===== src/inc/irq_flags_pkg.sv =====
// Package with the register map, field positions and reset values of the interrupt flag logic.
package irq_flags_pkg;

	// Register indices as printed; byte address is four times the index.
	localparam logic [7:0] IDX_CORE_CTRL = 8'h0b;
	localparam logic [7:0] IDX_PFLAGS_ONE = 8'h0c;
	localparam logic [7:0] IDX_PFLAGS_TWO = 8'h0d;
	localparam logic [7:0] IDX_PEN_ONE = 8'h8c;
	localparam logic [7:0] IDX_PEN_TWO = 8'h8d;
	localparam logic [7:0] IDX_PIN_CHANGE_EN = 8'h96;
	localparam logic [7:0] IDX_TIMER2_PERIOD = 8'h92;
	localparam logic [7:0] IDX_EDGE_SELECT = 8'h81;
	localparam logic [7:0] IDX_TX_DATA = 8'h19;
	localparam logic [7:0] IDX_RX_DATA = 8'h1a;

	// Core control register fields.
	localparam int GIE_BIT = 7;
	localparam int PGE_BIT = 6;
	localparam int T0_EN_BIT = 5;
	localparam int EXT_EN_BIT = 4;
	localparam int PC_EN_BIT = 3;
	localparam int T0_FLAG_BIT = 2;
	localparam int EXT_FLAG_BIT = 1;
	localparam int PC_FLAG_BIT = 0;

	// First peripheral flag register fields.
	localparam int MEMW_BIT = 7;
	localparam int CONV_BIT = 6;
	localparam int RX_BIT = 5;
	localparam int TX_BIT = 4;
	localparam int SYNC_BIT = 3;
	localparam int CC1_BIT = 2;
	localparam int T2_BIT = 1;
	localparam int T1_BIT = 0;

	// Second peripheral flag register fields.
	localparam int OSC_BIT = 7;
	localparam int CMP2_BIT = 6;
	localparam int CMP1_BIT = 5;
	localparam int DISP_BIT = 4;
	localparam int LVD_BIT = 2;
	localparam int CC2_BIT = 0;

	// Implemented bits of the second pair, and software-writable flag bits.
	localparam logic [7:0] TWO_IMPL_MASK = 8'hf5;
	localparam logic [7:0] ONE_SW_MASK = 8'hcf;
	localparam logic [7:0] TWO_SW_MASK = 8'he5;
	localparam logic [7:0] RESET_BYTE = 8'h00;
	localparam logic [7:0] PERIOD_RESET = 8'hff;
	localparam logic [5:0] PIN_EN_RESET = 6'h00;

	// Capture/compare modes.
	typedef enum logic [1:0] {
		CC_CAPTURE,
		CC_COMPARE,
		CC_PWM,
		CC_OFF
	} capcmp_mode_t;

	// Event pulses from the peripherals, one cycle each; the display interrupt is held as a level.
	typedef struct packed {
		logic timer0_roll;
		logic timer1_roll;
		logic cc1_capture;
		logic cc1_match;
		logic cc2_capture;
		logic cc2_match;
		logic mem_write_done;
		logic conversion_done;
		logic sync_port_done;
		logic osc_fail;
		logic low_voltage;
		logic display_irq;
	} event_pulses_t;

endpackage : irq_flags_pkg


===== src/core/irq_flag_logic.sv =====
// Interrupt enable and request-flag logic with an Avalon-MM register slave.
//
// Behaviour
// - Global enable gates every request.
// - Group enable gates all peripheral requests.
// - Peripheral source needs group and own enable.
// - Flags set regardless of global, group or own enable.
// - Flags other than receive, transmit and display stay set until software writes zero.
// - Timer0 rollover sets its flag.
// - Selected external pin edge sets flag.
// - Change on port pins 5..0 sets flag.
// - Port change also needs per-pin enable.
// - Receive flag follows buffer full, read clears.
// - Transmit flag follows buffer empty, write clears.
// - Capture or compare per mode sets flag.
// - Timer2 equal to period sets flag.
// - Timer1 overflow sets its flag.
// - Memory write and conversion done set flags.
// - Synchronous port completion sets its flag.
// - Oscillator failure sets its flag.
// - Comparator output changes set flags.
// - Display flag mirrors display interrupt.
// - Low voltage and second capture set flags.
// - Enables align with flags; bits 3,1 unimplemented.
`timescale 1ns/1ps
module irq_flag_logic
	import irq_flags_pkg::*;
(
	input wire logic clk,
	input wire logic rst,
	input wire logic [9:0] avs_address,
	input wire logic avs_read,
	input wire logic avs_write,
	input wire logic [31:0] avs_writedata,
	input wire logic [3:0] avs_byteenable,
	output logic [31:0] avs_readdata,
	output logic avs_waitrequest,
	input wire logic ext_pin,
	input wire logic [5:0] port_pins,
	input wire logic comparator_one_output,
	input wire logic comparator_two_output,
	input wire event_pulses_t events,
	input wire capcmp_mode_t cc1_mode,
	input wire capcmp_mode_t cc2_mode,
	input wire logic [7:0] timer2_count,
	input wire logic serial_rx_full,
	input wire logic serial_tx_empty,
	output logic serial_rx_data_read,
	output logic serial_tx_data_write,
	output logic core_irq_request
);

	////////////////////////////////////////////////////////////////////////////////
	// Register storage.
	logic [7:0] core_interrupt_control;
	logic [7:0] peripheral_flags_one;
	logic [7:0] peripheral_flags_two;
	logic [7:0] peripheral_enables_one;
	logic [7:0] peripheral_enables_two;
	logic [5:0] per_pin_change_enable;
	logic [7:0] timer2_period;
	logic ext_rising_edge;
	logic ack;

	////////////////////////////////////////////////////////////////////////////////
	// Bus decode: one wait cycle, then the access is acknowledged.
	wire access = (avs_read | avs_write) & ~ack;
	wire lane0 = avs_byteenable[0];
	wire wr = avs_write & ack & lane0;
	wire rd = avs_read & ack;
	wire [7:0] idx = avs_address[9:2];
	wire [7:0] wd = avs_writedata[7:0];
	wire sel_core = idx == IDX_CORE_CTRL;
	wire sel_f1 = idx == IDX_PFLAGS_ONE;
	wire sel_f2 = idx == IDX_PFLAGS_TWO;
	wire sel_e1 = idx == IDX_PEN_ONE;
	wire sel_e2 = idx == IDX_PEN_TWO;
	wire sel_pin = idx == IDX_PIN_CHANGE_EN;
	wire sel_per = idx == IDX_TIMER2_PERIOD;
	wire sel_edge = idx == IDX_EDGE_SELECT;
	assign avs_waitrequest = (avs_read | avs_write) & ~ack;

	// Acknowledge one cycle after the request appears.
	always_ff @(posedge clk or posedge rst) begin
		if (rst) begin
			ack <= 1'b0;
		end else begin
			ack <= access;
		end
	end

	////////////////////////////////////////////////////////////////////////////////
	// Pin synchronisers; the first stage is read only by the second.
	logic [7:0] sync_a;
	logic [7:0] sync_b;
	logic [7:0] sync_c;
	wire [7:0] pins_in = {comparator_two_output, comparator_one_output, port_pins};
	logic ext_a;
	logic ext_b;
	logic ext_c;

	always_ff @(posedge clk or posedge rst) begin
		if (rst) begin
			sync_a <= RESET_BYTE;
			sync_b <= RESET_BYTE;
			sync_c <= RESET_BYTE;
			ext_a <= 1'b0;
			ext_b <= 1'b0;
			ext_c <= 1'b0;
		end else begin
			sync_a <= pins_in;
			sync_b <= sync_a;
			sync_c <= sync_b;
			ext_a <= ext_pin;
			ext_b <= ext_a;
			ext_c <= ext_b;
		end
	end

	////////////////////////////////////////////////////////////////////////////////
	// Event detection.
	wire [5:0] pin_changed = sync_b[5:0] ^ sync_c[5:0];
	wire port_change_evt = |(pin_changed & per_pin_change_enable);
	wire ext_edge_evt = ext_rising_edge ? (ext_b & ~ext_c) : (~ext_b & ext_c);
	wire cmp1_evt = sync_b[6] ^ sync_c[6];
	wire cmp2_evt = sync_b[7] ^ sync_c[7];
	wire cc1_evt = (cc1_mode == CC_CAPTURE & events.cc1_capture)
		| (cc1_mode == CC_COMPARE & events.cc1_match);
	wire cc2_evt = (cc2_mode == CC_CAPTURE & events.cc2_capture)
		| (cc2_mode == CC_COMPARE & events.cc2_match);
	logic t2_equal_q;
	wire t2_equal = timer2_count == timer2_period;
	wire t2_evt = t2_equal & ~t2_equal_q;

	// Sticky-flag set vectors.
	wire [7:0] core_set = {5'h00, events.timer0_roll, ext_edge_evt, port_change_evt};
	wire [7:0] one_set = {events.mem_write_done, events.conversion_done, 2'b00,
		events.sync_port_done, cc1_evt, t2_evt, events.timer1_roll};
	wire [7:0] two_set = {events.osc_fail, cmp2_evt, cmp1_evt, 2'b00,
		events.low_voltage, 1'b0, cc2_evt};

	////////////////////////////////////////////////////////////////////////////////
	// Next flag values: software write of zero clears, a same-cycle event wins.
	wire [7:0] core_keep = (wr & sel_core) ? wd : core_interrupt_control;
	wire [7:0] one_keep = (wr & sel_f1) ? wd : peripheral_flags_one;
	wire [7:0] two_keep = (wr & sel_f2) ? wd : peripheral_flags_two;
	wire [7:0] next_core = core_keep | core_set;
	wire [7:0] next_one_sw = (one_keep | one_set) & ONE_SW_MASK;
	wire [7:0] next_two_sw = (two_keep | two_set) & TWO_SW_MASK;
	wire [7:0] one_live = {2'b00, serial_rx_full, serial_tx_empty, 4'h0};
	wire [7:0] two_live = {3'b000, events.display_irq, 4'h0};

	// Flag registers and the timer2 equality delay.
	always_ff @(posedge clk or posedge rst) begin
		if (rst) begin
			core_interrupt_control <= RESET_BYTE;
			peripheral_flags_one <= RESET_BYTE;
			peripheral_flags_two <= RESET_BYTE;
			t2_equal_q <= 1'b0;
		end else begin
			core_interrupt_control <= next_core;
			peripheral_flags_one <= next_one_sw | one_live;
			peripheral_flags_two <= next_two_sw | two_live;
			t2_equal_q <= t2_equal;
		end
	end

	// Software-only configuration registers.
	always_ff @(posedge clk or posedge rst) begin
		if (rst) begin
			peripheral_enables_one <= RESET_BYTE;
			peripheral_enables_two <= RESET_BYTE;
			per_pin_change_enable <= PIN_EN_RESET;
			timer2_period <= PERIOD_RESET;
			ext_rising_edge <= 1'b1;
		end else begin
			if (wr & sel_e1) peripheral_enables_one <= wd;
			if (wr & sel_e2) peripheral_enables_two <= wd & TWO_IMPL_MASK;
			if (wr & sel_pin) per_pin_change_enable <= wd[5:0];
			if (wr & sel_per) timer2_period <= wd;
			if (wr & sel_edge) ext_rising_edge <= wd[6];
		end
	end

	////////////////////////////////////////////////////////////////////////////////
	// Side effects on the serial data registers, one-cycle pulses.
	assign serial_rx_data_read = rd & (idx == IDX_RX_DATA);
	assign serial_tx_data_write = avs_write & ack & (idx == IDX_TX_DATA);

	////////////////////////////////////////////////////////////////////////////////
	// Request combination.
	wire [2:0] core_hits = core_interrupt_control[2:0] & core_interrupt_control[5:3];
	wire [7:0] one_hits = peripheral_flags_one & peripheral_enables_one;
	wire [7:0] two_hits = peripheral_flags_two & peripheral_enables_two & TWO_IMPL_MASK;
	wire periph_req = core_interrupt_control[PGE_BIT] & (|one_hits | |two_hits);
	wire any_req = core_interrupt_control[GIE_BIT] & (|core_hits | periph_req);

	always_ff @(posedge clk or posedge rst) begin
		if (rst) begin
			core_irq_request <= 1'b0;
		end else begin
			core_irq_request <= any_req;
		end
	end

	////////////////////////////////////////////////////////////////////////////////
	// Read data mux, registered at the acknowledge edge.
	wire [7:0] rmux = sel_core ? core_interrupt_control :
		sel_f1 ? peripheral_flags_one :
		sel_f2 ? peripheral_flags_two :
		sel_e1 ? peripheral_enables_one :
		sel_e2 ? peripheral_enables_two :
		sel_pin ? {2'b00, per_pin_change_enable} :
		sel_per ? timer2_period :
		sel_edge ? {1'b0, ext_rising_edge, 6'h00} : RESET_BYTE;

	always_ff @(posedge clk or posedge rst) begin
		if (rst) begin
			avs_readdata <= 32'h0000_0000;
		end else if (avs_read & ~ack) begin
			avs_readdata <= {24'h00_0000, rmux};
		end
	end

	////////////////////////////////////////////////////////////////////////////////
	// Checks.
	a_global_gate: assert property (@(posedge clk) disable iff (rst)
		!core_interrupt_control[GIE_BIT] |=> !core_irq_request)
		else $error("request raised with global enable clear");
	a_group_gate: assert property (@(posedge clk) disable iff (rst)
		(!core_interrupt_control[PGE_BIT] && core_hits == 3'b000) |=> !core_irq_request)
		else $error("peripheral request passed with group enable clear");
	a_flag_sticky: assert property (@(posedge clk) disable iff (rst)
		(peripheral_flags_one[T1_BIT] && !(wr && sel_f1)) |=> peripheral_flags_one[T1_BIT])
		else $error("timer1 flag dropped without software clear");
	a_flag_set: assert property (@(posedge clk) disable iff (rst)
		events.timer0_roll |=> core_interrupt_control[T0_FLAG_BIT])
		else $error("timer0 flag not set by rollover");
	a_rx_follow: assert property (@(posedge clk) disable iff (rst)
		serial_rx_full |=> peripheral_flags_one[RX_BIT])
		else $error("receive flag does not follow buffer");
	a_tx_follow: assert property (@(posedge clk) disable iff (rst)
		!serial_tx_empty |=> !peripheral_flags_one[TX_BIT])
		else $error("transmit flag set with buffer full");
	a_unimpl_zero: assert property (@(posedge clk) disable iff (rst)
		peripheral_enables_two[3] == 1'b0 && peripheral_flags_two[1] == 1'b0)
		else $error("unimplemented bit set");
	a_port_change: assert property (@(posedge clk) disable iff (rst)
		(pin_changed[0] && per_pin_change_enable[0]) |=> core_interrupt_control[PC_FLAG_BIT])
		else $error("port change flag not set");
	a_bus_wait: assert property (@(posedge clk) disable iff (rst)
		($rose(avs_read) || $rose(avs_write)) |-> avs_waitrequest ##1 !avs_waitrequest)
		else $error("bus answer not after one wait cycle");
	c_request: cover property (@(posedge clk) disable iff (rst) $rose(core_irq_request));
	c_periph: cover property (@(posedge clk) disable iff (rst) periph_req && any_req);
	c_clear_race: cover property (@(posedge clk) disable iff (rst)
		wr && sel_core && events.timer0_roll);
	c_ext_falling: cover property (@(posedge clk) disable iff (rst) ext_edge_evt && !ext_rising_edge);
	c_port_change: cover property (@(posedge clk) disable iff (rst) port_change_evt);

	////////////////////////////////////////////////////////////////////////////////
	// Core flag checks: each event shows in its flag one cycle later.
	// A clear port change flag that no event and no write touches must stay clear.
	a_ext_edge: assert property (@(posedge clk) disable iff (rst)
		ext_edge_evt |=> core_interrupt_control[EXT_FLAG_BIT])
		else $error("external edge flag not set");
	a_pin_gate: assert property (@(posedge clk) disable iff (rst)
		(!core_interrupt_control[PC_FLAG_BIT] && !port_change_evt && !(wr && sel_core))
		|=> !core_interrupt_control[PC_FLAG_BIT])
		else $error("port change flag set without enabled pin change");

	////////////////////////////////////////////////////////////////////////////////
	// First peripheral flag checks.
	a_cc1_set: assert property (@(posedge clk) disable iff (rst)
		cc1_evt |=> peripheral_flags_one[CC1_BIT])
		else $error("first capture flag not set");
	a_cc1_pwm: assert property (@(posedge clk) disable iff (rst)
		(cc1_mode == CC_PWM && !peripheral_flags_one[CC1_BIT] && !(wr && sel_f1))
		|=> !peripheral_flags_one[CC1_BIT])
		else $error("first capture flag set in pulse width mode");
	a_t2_match: assert property (@(posedge clk) disable iff (rst)
		t2_evt |=> peripheral_flags_one[T2_BIT])
		else $error("timer2 match flag not set");
	a_t1_set: assert property (@(posedge clk) disable iff (rst)
		events.timer1_roll |=> peripheral_flags_one[T1_BIT])
		else $error("timer1 flag not set");
	a_memw_set: assert property (@(posedge clk) disable iff (rst)
		events.mem_write_done |=> peripheral_flags_one[MEMW_BIT])
		else $error("memory write flag not set");
	a_conv_set: assert property (@(posedge clk) disable iff (rst)
		events.conversion_done |=> peripheral_flags_one[CONV_BIT])
		else $error("conversion flag not set");
	a_sync_done: assert property (@(posedge clk) disable iff (rst)
		events.sync_port_done |=> peripheral_flags_one[SYNC_BIT])
		else $error("synchronous port flag not set");
	a_clear_zero: assert property (@(posedge clk) disable iff (rst)
		(wr && sel_f1 && !wd[T1_BIT] && !events.timer1_roll) |=> !peripheral_flags_one[T1_BIT])
		else $error("write of zero did not clear timer1 flag");

	////////////////////////////////////////////////////////////////////////////////
	// Second peripheral flag checks.
	a_osc_fail: assert property (@(posedge clk) disable iff (rst)
		events.osc_fail |=> peripheral_flags_two[OSC_BIT])
		else $error("oscillator fail flag not set");
	a_cmp_one: assert property (@(posedge clk) disable iff (rst)
		cmp1_evt |=> peripheral_flags_two[CMP1_BIT])
		else $error("comparator one flag not set");
	a_cmp_two: assert property (@(posedge clk) disable iff (rst)
		cmp2_evt |=> peripheral_flags_two[CMP2_BIT])
		else $error("comparator two flag not set");
	a_display_live: assert property (@(posedge clk) disable iff (rst)
		events.display_irq |=> peripheral_flags_two[DISP_BIT])
		else $error("display flag does not follow its source");
	a_low_voltage: assert property (@(posedge clk) disable iff (rst)
		events.low_voltage |=> peripheral_flags_two[LVD_BIT])
		else $error("low voltage flag not set");
	a_cc2_set: assert property (@(posedge clk) disable iff (rst)
		cc2_evt |=> peripheral_flags_two[CC2_BIT])
		else $error("second capture flag not set");

	////////////////////////////////////////////////////////////////////////////////
	// Request and bus checks.
	// The acknowledge is a single cycle; a held request completes again every second cycle.
	a_periph_req: assert property (@(posedge clk) disable iff (rst)
		(core_interrupt_control[GIE_BIT] && core_interrupt_control[PGE_BIT] && |one_hits)
		|=> core_irq_request)
		else $error("enabled peripheral flag raised no request");
	a_ack_single: assert property (@(posedge clk) disable iff (rst)
		ack |=> !ack)
		else $error("acknowledge longer than one cycle");
	a_rx_pulse: assert property (@(posedge clk) disable iff (rst)
		serial_rx_data_read |-> (avs_read && !avs_waitrequest))
		else $error("receive read pulse outside a completing read");
	a_tx_pulse: assert property (@(posedge clk) disable iff (rst)
		serial_tx_data_write |-> (avs_write && !avs_waitrequest))
		else $error("transmit write pulse outside a completing write");
	a_rdata_upper: assert property (@(posedge clk) disable iff (rst)
		avs_readdata[31:8] == 24'h00_0000)
		else $error("upper read data bits not zero");

endmodule : irq_flag_logic


===== config.mk =====
export PLATFORM = sky130hd
export DESIGN_NAME = irq_flag_logic
export DESIGN_NICKNAME = d
export VERILOG_FILES = /design/src/inc/irq_flags_pkg.sv /design/src/core/irq_flag_logic.sv
export SDC_FILE = /design/constraint.sdc
export NUM_CORES = 1
export LEC_CHECK = 0
export ABC_AREA = 1
export CORE_MARGIN = 2
export CORE_UTILIZATION = 45
export CTS_CLUSTER_DIAMETER = 30
export DETAILED_ROUTE_END_ITERATION = 16
export DONT_BUFFER_PORTS = 1
export PLACE_DENSITY_LB_ADDON = 0.2
export SLEW_MARGIN = 10
export SYNTH_ARGS = -nofsm -noshare
export SYNTH_HDL_FRONTEND = slang
export SYNTH_SLANG_ARGS = --single-unit

===== constraint.sdc =====
create_clock -name clk -period 5.4 [get_ports clk]
set_clock_uncertainty 0.2 [all_clocks]
set_input_delay 1.08 -clock clk [delete_from_list [all_inputs] [get_ports clk]]
set_output_delay 1.08 -clock clk [all_outputs]
set_load 0.005 [all_outputs]

# Word-level counts from Yosys, hierarchy flattened
# Cells that the tools add are included.
[totals]
register_bits = 91
latch_bits = 0
ramBits = 0
romBits = 0
in_bits = 85
out_inout_bits = 36
elab_cells = 94
n_memories = 0
[op_classes]
addsub = 0
multipliers = 0
n_div = 0
order_cmp = 0
n_eq_ne = 13
shift = 0
muxes = 12
bitwise_logic = 45
reduce_logical = 6
[op_table]
columns = ["cell", "n"]
rows = [
  ["$mux 8", 10],
  ["$eq 8x8->1 const B", 5],
  ["$and 1x1->1", 24],
  ["$eq 8x4->1 const B", 3],
  ["$and 8x8->8", 2],
  ["$eq 8x5->1 const B", 2],
  ["$or 8x8->8", 2],
  ["$reduce_or 6->1", 2],
  ["$eq 8x8->1", 1],
  ["$or 8x3->8", 1],
  ["$or 8x5->8", 1],
  ["$or 8x6->8", 1],
  ["$reduce_or 8->1", 1],
  ["$mux 7", 1],
  ["$and 6x6->6", 1],
  ["$xor 6x6->6", 1],
  ["$or 1x1->1", 5],
  ["$eq 2x1->1 const B", 2],
  ["$logic_not 2->1", 2],
  ["$not 1->1", 4],
  ["$and 3x3->3", 1],
  ["$reduce_or 3->1", 1],
  ["$xor 1x1->1", 2],
  ["$mux 1", 1],
]

# Longest topological paths before layout
# Gate-level depths: netlist (run 1).
[logic_depth]
ltp_word = 9
depth_mapped = 11
mapped_depth_nobuf = 11

# Worst setup path before layout (run 1)
# No wires, ideal clock.
[synth_timing]
kind = "in2out"
from = "input avs_address[7]"
to = "output serial_rx_data_read"
t_arrival_ps = 1634
t_required_ps = 4120
setup_slack_ps = 2486
cell_stages = 5
path_buffers = 0
cell_sequence = "inv_1 > nand2_1 > nor3_1 > nand3_1 > nor4_1"
[synth_between]
elab_chain_cells = 2
[synth_rtl]
columns = ["element", "line_no", "text"]
rows = [
  ["from (decl)", "irq_flag_logic.sv:31", "input wire logic [9:0] avs_address,"],
  ["$eq 8x5->1", "irq_flag_logic.sv:187", "assign serial_rx_data_read = rd & (idx == IDX_RX_DATA);"],
  ["$and 1x1->1", "irq_flag_logic.sv:187", ""],
  ["to (decl)", "irq_flag_logic.sv:48", "output logic serial_rx_data_read,"],
]
# Every way passes these cells.

# Final worst setup path (run 1)
# Same ends and word-level chain as after synthesis.

==> results.py, run 1 <==
metrics = {
    "power": {
        "switchingPower_mw": 0.295,
        "power.density_nw_per_um2": 281,
        "clockPowerShare_pct": 39.4,
        "seq_power_share_pct": 54.9,
        "p_leak_nw": 2.11,
        "p_int_mw": 0.978,
        "fin_total_pwr_mw": 1.27,
        "power_frac_comb_pct": 5.7,
        "p_sw_share_pct": 23.2,
        "ir_drop_v": 0.000149,
    },
    "yosys": {
        "yosys.area.top_type": "dfrtp_1",
        "synthTopCellsByArea": "dfrtp_1 47%, nand2_1 11%, dfstp_2 5.5%",
        "synth_top_area_share_pct": 46.8,
        "postSynthCellCount": 481,
        "synth_seq_cells": 89,
        "synth_ff_type": "dfrtp_1",
        "syn_area_per_cell_sq_um": 8.90,
        "netlist_area_sq_um": 4280,
        "ys_seq_area_share_pct": 52.3,
        "yosys_warnings": 0,
        "async_reset_ff_share_pct": 100,
        "synth_enable_flop_cells": 0,
        "yosys.cell_types.count": 38,
    },
    "timing": {
        "setup_violations": 0,
        "rsz0062_at_grt": "false",
        "slew_violations": 0,
        "period_needed_ps": 3040,
        "tightest_slew_ps": 903,
        "tns_ps": 0,
        "clock.fmax_mhz": 329,
        "period_share_pct": 56.3,
        "hold_violations": 0,
        "slew_headroom_pct": 39.8,
    },
    "die": {
        "chipWidth_um": 102,
        "core_sq_um": 9240,
        "start_util_pct": 46.3,
        "num_rows": 35,
        "dieArea_sq_um": 10300,
        "ioPinCount": 121,
        "die_h_um": 102,
    },
    "global_route": {
        "antenna_found_initial": 0,
        "grt_usage_pct": 19.9,
        "grt_remaining_overflow": 0,
        "grt_pass1_vias": 3025,
        "grt_max_degree": 54,
        "grt_first_pass_wirelength_mm": 15.5,
    },
    "worst_setup_path": {
        "cp_cell_sequence": "inv_1, nand2_1, nor3_1, nand3_1, nor4_1",
        "crit_buf_inv": 1,
        "worstReg2RegEnd": "core_interrupt_control[2]$_DFF_PP0_",
        "crit_family": "simple AND/OR/NAND/NOR gates",
        "worst_ep_arrival_time_ps": 1760,
        "slowest_stage": "nor4_1",
        "startpoint_type": "primary input",
        "slowest_delay_ps": 300,
        "ff2ff_path_depth": 4,
        "required_ps": 4120,
        "path_class": "in -> out",
        "r2r-start": "ack$_DFF_PP0_",
        "end_kind": "primary output",
        "r2r_setup_slack_ps": 3650,
        "crit_path_max_fanout": 2,
    },
    "drt": {
        "drtAntennaViolNets": 0,
        "routedWlPerCell_um": 15.2,
        "drt_iter0_drc": 147,
        "viasPerCell": 4.98,
        "drc": 0,
        "wirelength_mm": 9.42,
        "first_pass_iters": 5,
        "vias": 3090,
    },
    "clock_network": {
        "clockBufferDepth": 2,
        "post_cts_resized": 0,
        "worst_skew_pair.late_latency_ps": 350,
        "htreeDepth": 3,
        "cts_buffers": 9,
        "hold_buffers": 0,
        "cts_root_buffer": "clkbuf_8",
        "clock_sink_count": 89,
        "postCtsSetupBuffers": 0,
        "cts_tree": "built",
        "clk_pin_slew_ps": 80,
    },
    "place": {
        "port-buffer-count": 0,
        "dp_hpwl_mm": 7.10,
        "place_congestion": 0.937,
    },
    "run_status": {
        "status": "finished, final reports clean",
    },
    "min_path": {
        "whs_path_depth": 0,
        "min_path_type": "reg -> reg",
        "hold_end": "sync_b[6]$_DFF_PP0_",
        "hp-start": "sync_a[6]$_DFF_PP0_",
    },
    "run": {
        "maxCapViolations": 0,
    },
    "final_layout": {
        "fin_nets": 572,
        "syn_to_final_growth_pct": 5.85,
        "antenna_cells": 0,
        "drive_gt1_share_pct": 16.9,
    },
}
metal layers:
metal | track usage (%) | wire length [um] | part of all wire [%] | vias up
li1 | - | - | - | 1519
met1 | 26.5 | 4070 | 43 | 1447
met2 | 32.8 | 4550 | 48 | 113
met3 | 4.69 | 707 | 7.5 | 11
met4 | 5.30 | 93 | 0.99 | 0
met5 | 0 | 0 | 0 | -
worst reg2reg max path, cell delays in order (launching register included):
cell     delay [ps]
dfrtp_1         410
nand3_2         200
inv_2           240
nand2_2         260
a211o_1         350
layout by cell type, fill, tap and decap left out, types with 4 or more instances in the layout:
cell type / n
nand2_1: 125
o211ai_1: 4
clkbuf_8: 10
nand4_1: 6
o21ai_0: 20
dfrtp_1: 80
nor3_1: 4
inv_2: 9
nor2_1: 23
o21ai_2: 10
or2_2: 6
inv_1: 44
a21oi_1: 12
xnor2_1: 4
nand3_1: 20
nor2_4: 11
a211o_1: 5
o21ai_1: 21
nand2_2: 12
conb_1: 24
clkinv_2: 4
dfstp_2: 9
synthesized netlist by cell type (4+ instances only):
cell type,count
nand2_1,125
dfrtp_1,80
inv_1,45
buf_4,25
nor2_1,23
o21ai_1,21
nand3_1,20
o21ai_0,20
a21oi_1,12
nand2_2,12
nor2_4,11
o21ai_2,10
dfstp_2,9
inv_2,9
nand4_1,6
or2_2,6
a211o_1,5
nor3_1,4
o211ai_1,4
xnor2_1,4
cell type report:
type | instances | area [sq um]
multi-input cells | 331 | 1690
inverters | 55 | 209
repair buffers | 1 | 7.51
flip-flops and latches | 89 | 2240
clock inverters | 5 | 78.8
clock buffers | 11 | 141
fillers | 892 | 4710
well taps | 129 | 161
cell families after synthesis:
logic type	Yosys count	synth area share (%)
simple gates	222	25.0
flops	89	52.3
buf+inv	84	10.1
compound gates	81	11.6
xor+xnor	4	0.819
other cells	1	0.0876
how the worst max path moves through the flow:
stage	startpoint	to	slack (ps)	cells after the start
after CTS	avs_address[7]	serial_rx_data_read	2340	5
after global placement	avs_address[7]	serial_tx_data_write	2410	5
after floorplan	rst	ack$_DFF_PP0_	1830	1
after global routing	avs_address[7]	serial_rx_data_read	2280	5
final	avs_address[7]	serial_rx_data_read	2360	5
after detailed placement	avs_address[7]	serial_rx_data_read	2340	5
registers in the layout (all words and copies together) (netlist names):
register                flops
t2_equal_q                  1
timer2_period               8
peripheral_flags_two        6
ext_rising_edge             1
avs_readdata                8
peripheral_enables_two      6
ext_c                       1
sync_b                      8
ext_a                       1
ack                         1
sync_c                      8
peripheral_enables_one      8
per_pin_change_enable       6
core_interrupt_control      8
sync_a                      8
ext_b                       1
peripheral_flags_one        8
core_irq_request            1
power by group through the flow:
stage,logic (mW),clock network [mW],registers (mW)
2_1_floorplan,0.0694,0,0.708
3_3_place_gp,0.0719,0,0.711
3_5_place_dp,0.0738,0,0.712
4_1_cts,0.0742,0.513,0.699
5_1_grt,0.0844,0.539,0.701
6_report,0.0726,0.502,0.698
through the flow:
stage	worst slack [ps]	utilization (%)	cells	hold slack, ps	instance area, sq um
detailed placement	2340	46.6	605	135	4310
finish	2360	49.0	621	152	4530
floorplan	1830	-	504	131	4370
global placement	2410	46.6	605	132	4310
global route	2280	49.0	621	158	4530
CTS	2340	49.0	621	155	4530
Power figures use the tool's default switching activity.
==> run 2: changes to the inputs <==
==> constraint.sdc (replaced) <==
create_clock -name clk -period 2.6 [get_ports clk]
set_clock_uncertainty 0.2 [all_clocks]
set_input_delay 0.52 -clock clk [delete_from_list [all_inputs] [get_ports clk]]
set_output_delay 0.52 -clock clk [all_outputs]
set_load 0.005 [all_outputs]
==> results.py, run 2 (synthesis gave the netlist of run 1 again) <==
metrics = {
    "clock_network": {
        "clock_sink_count": 89,
        "cts_root_buffer": "clkbuf_8",
        "postCtsSetupBuffers": 0,
        "worst_skew_pair.late_latency_ps": 360,
        "htreeDepth": 3,
        "hold_buffers": 13,
        "clk_pin_slew_ps": 100,
        "clockBufferDepth": 2,
        "post_cts_resized": 0,
        "cts_tree": "built",
        "cts_buffers": 9,
    },
    "worst_setup_path": {
        "crit_path_max_fanout": 2,
        "startpoint_type": "primary input",
        "end_kind": "primary output",
        "slowest_stage": "nor4_1",
        "slowest_delay_ps": 300,
        "path_class": "in -> out",
        "cp_cell_sequence": "inv_1, nand2_1, nor3_1, nand3_1, nor4_1",
        "required_ps": 1880,
        "crit_buf_inv": 1,
        "crit_family": "simple AND/OR/NAND/NOR gates",
        "worst_ep_arrival_time_ps": 1260,
    },
    "global_route": {
        "grt_pass1_vias": 3033,
        "grt_usage_pct": 19.5,
        "grt_first_pass_wirelength_mm": 15.2,
        "antenna_found_initial": 0,
        "grt_remaining_overflow": 0,
        "grt_max_degree": 45,
    },
    "die": {
        "start_util_pct": 46.3,
        "die_h_um": 102,
        "num_rows": 35,
        "core_sq_um": 9240,
        "dieArea_sq_um": 10300,
        "ioPinCount": 121,
        "chipWidth_um": 102,
    },
    "timing": {
        "hold_violations": 0,
        "period_needed_ps": 1980,
        "tns_ps": 0,
        "rsz0062_at_grt": "false",
        "period_share_pct": 76.2,
        "slew_violations": 0,
        "slew_headroom_pct": 63.1,
        "tightest_slew_ps": 552,
        "setup_violations": 0,
        "clock.fmax_mhz": 505,
    },
    "drt": {
        "drc": 0,
        "routedWlPerCell_um": 15.1,
        "vias": 3185,
        "drtAntennaViolNets": 0,
        "first_pass_iters": 4,
        "drt_iter0_drc": 172,
        "viasPerCell": 5.02,
        "wirelength_mm": 9.61,
    },
    "min_path": {
        "min_path_type": "in -> reg",
    },
    "final_layout": {
        "mostFrequentLayoutCell": "nand2_1",
        "antenna_cells": 0,
        "drive_gt1_share_pct": 16.8,
        "syn_to_final_growth_pct": 8.68,
        "instances_no_fill": 635,
        "final_cell_mix": "125 x nand2_1, 80 x dfrtp_1, 44 x inv_1",
        "fin_nets": 586,
    },
    "place": {
        "port-buffer-count": 0,
        "dp_hpwl_mm": 7.31,
        "place_inst": 606,
        "place_congestion": 0.900,
    },
    "run": {
        "maxCapViolations": 0,
    },
    "run_status": {
        "status": "finished, final reports clean",
    },
    "power": {
        "p_leak_nw": 2.15,
        "fin_total_pwr_mw": 2.52,
        "ir_drop_v": 0.000298,
        "power.density_nw_per_um2": 542,
    },
}
run 2: changes by cell type in the layout (fill, tap and decap cells not counted):
cell / change
dlygate4sd3_1: +13
clkinvlp_4: +3
bufinv_16: -2
clkinv_2: -2
inv_6: +2
buf_12: +1
clkbuf_1: -1
clkbuf_8: +1
clkinv_4: -1
run 2: final cells by class:
class,count,area [sq um]
Inverter,55,211
Timing Repair Buffer,15,158
Tap cell,129,161
Clock inverter,5,37.5
Fill cell,867,4590
Clock buffer,11,151
Sequential cell,89,2240
Multi-Input combinational cell,331,1690
run 2: path summary, 6_finish.rpt:
kind                                startpoint                                   to  slack, ps  cells after the start
setup / recovery                avs_address[7]                 serial_tx_data_write        620                      5
min in group asynchronous                  rst    peripheral_flags_two[0]$_DFF_PP0_        410                      2
setup reg to reg                 ack$_DFF_PP0_  core_interrupt_control[2]$_DFF_PP0_        840                      4
max in group asynchronous                  rst          ext_rising_edge$_DFFE_PP1P_       1030                      3
hold / removal                      events[11]  core_interrupt_control[2]$_DFF_PP0_         60                      1
hold reg to reg            sync_a[4]$_DFF_PP0_                  sync_b[4]$_DFF_PP0_        150                      0
run 2: routing by layer:
layer  share of wire (%)  vias up  global-route usage (%)
met5                   0        -                       0
met4                 1.4        0                    5.41
met3                 4.3       13                    3.80
met2                  48       98                    31.9
met1                  46     1527                    26.5
li1                    -     1547                       -
run 2: stage by stage:
stage                     worst slack (ps)  area, sq um  hold WS (ps)  util, %
after floorplan                        806         4370           131        -
after global placement                 608         4330           132     46.9
after detailed placement               610         4330           136     46.9
after CTS                              604         4650          44.7     50.3
after global routing                   500         4650          33.2     50.3
final                                  619         4650          58.8     50.3
run 2: where the power goes:
group | leakage (nW) | switching (mW) | internal, mW
Combinational | 0.986 | 0.115 | 0.0555
Sequential | 1.07 | 0.0263 | 1.42
Clock | 0.0924 | 0.495 | 0.405
Total | 2.15 | 0.637 | 1.89
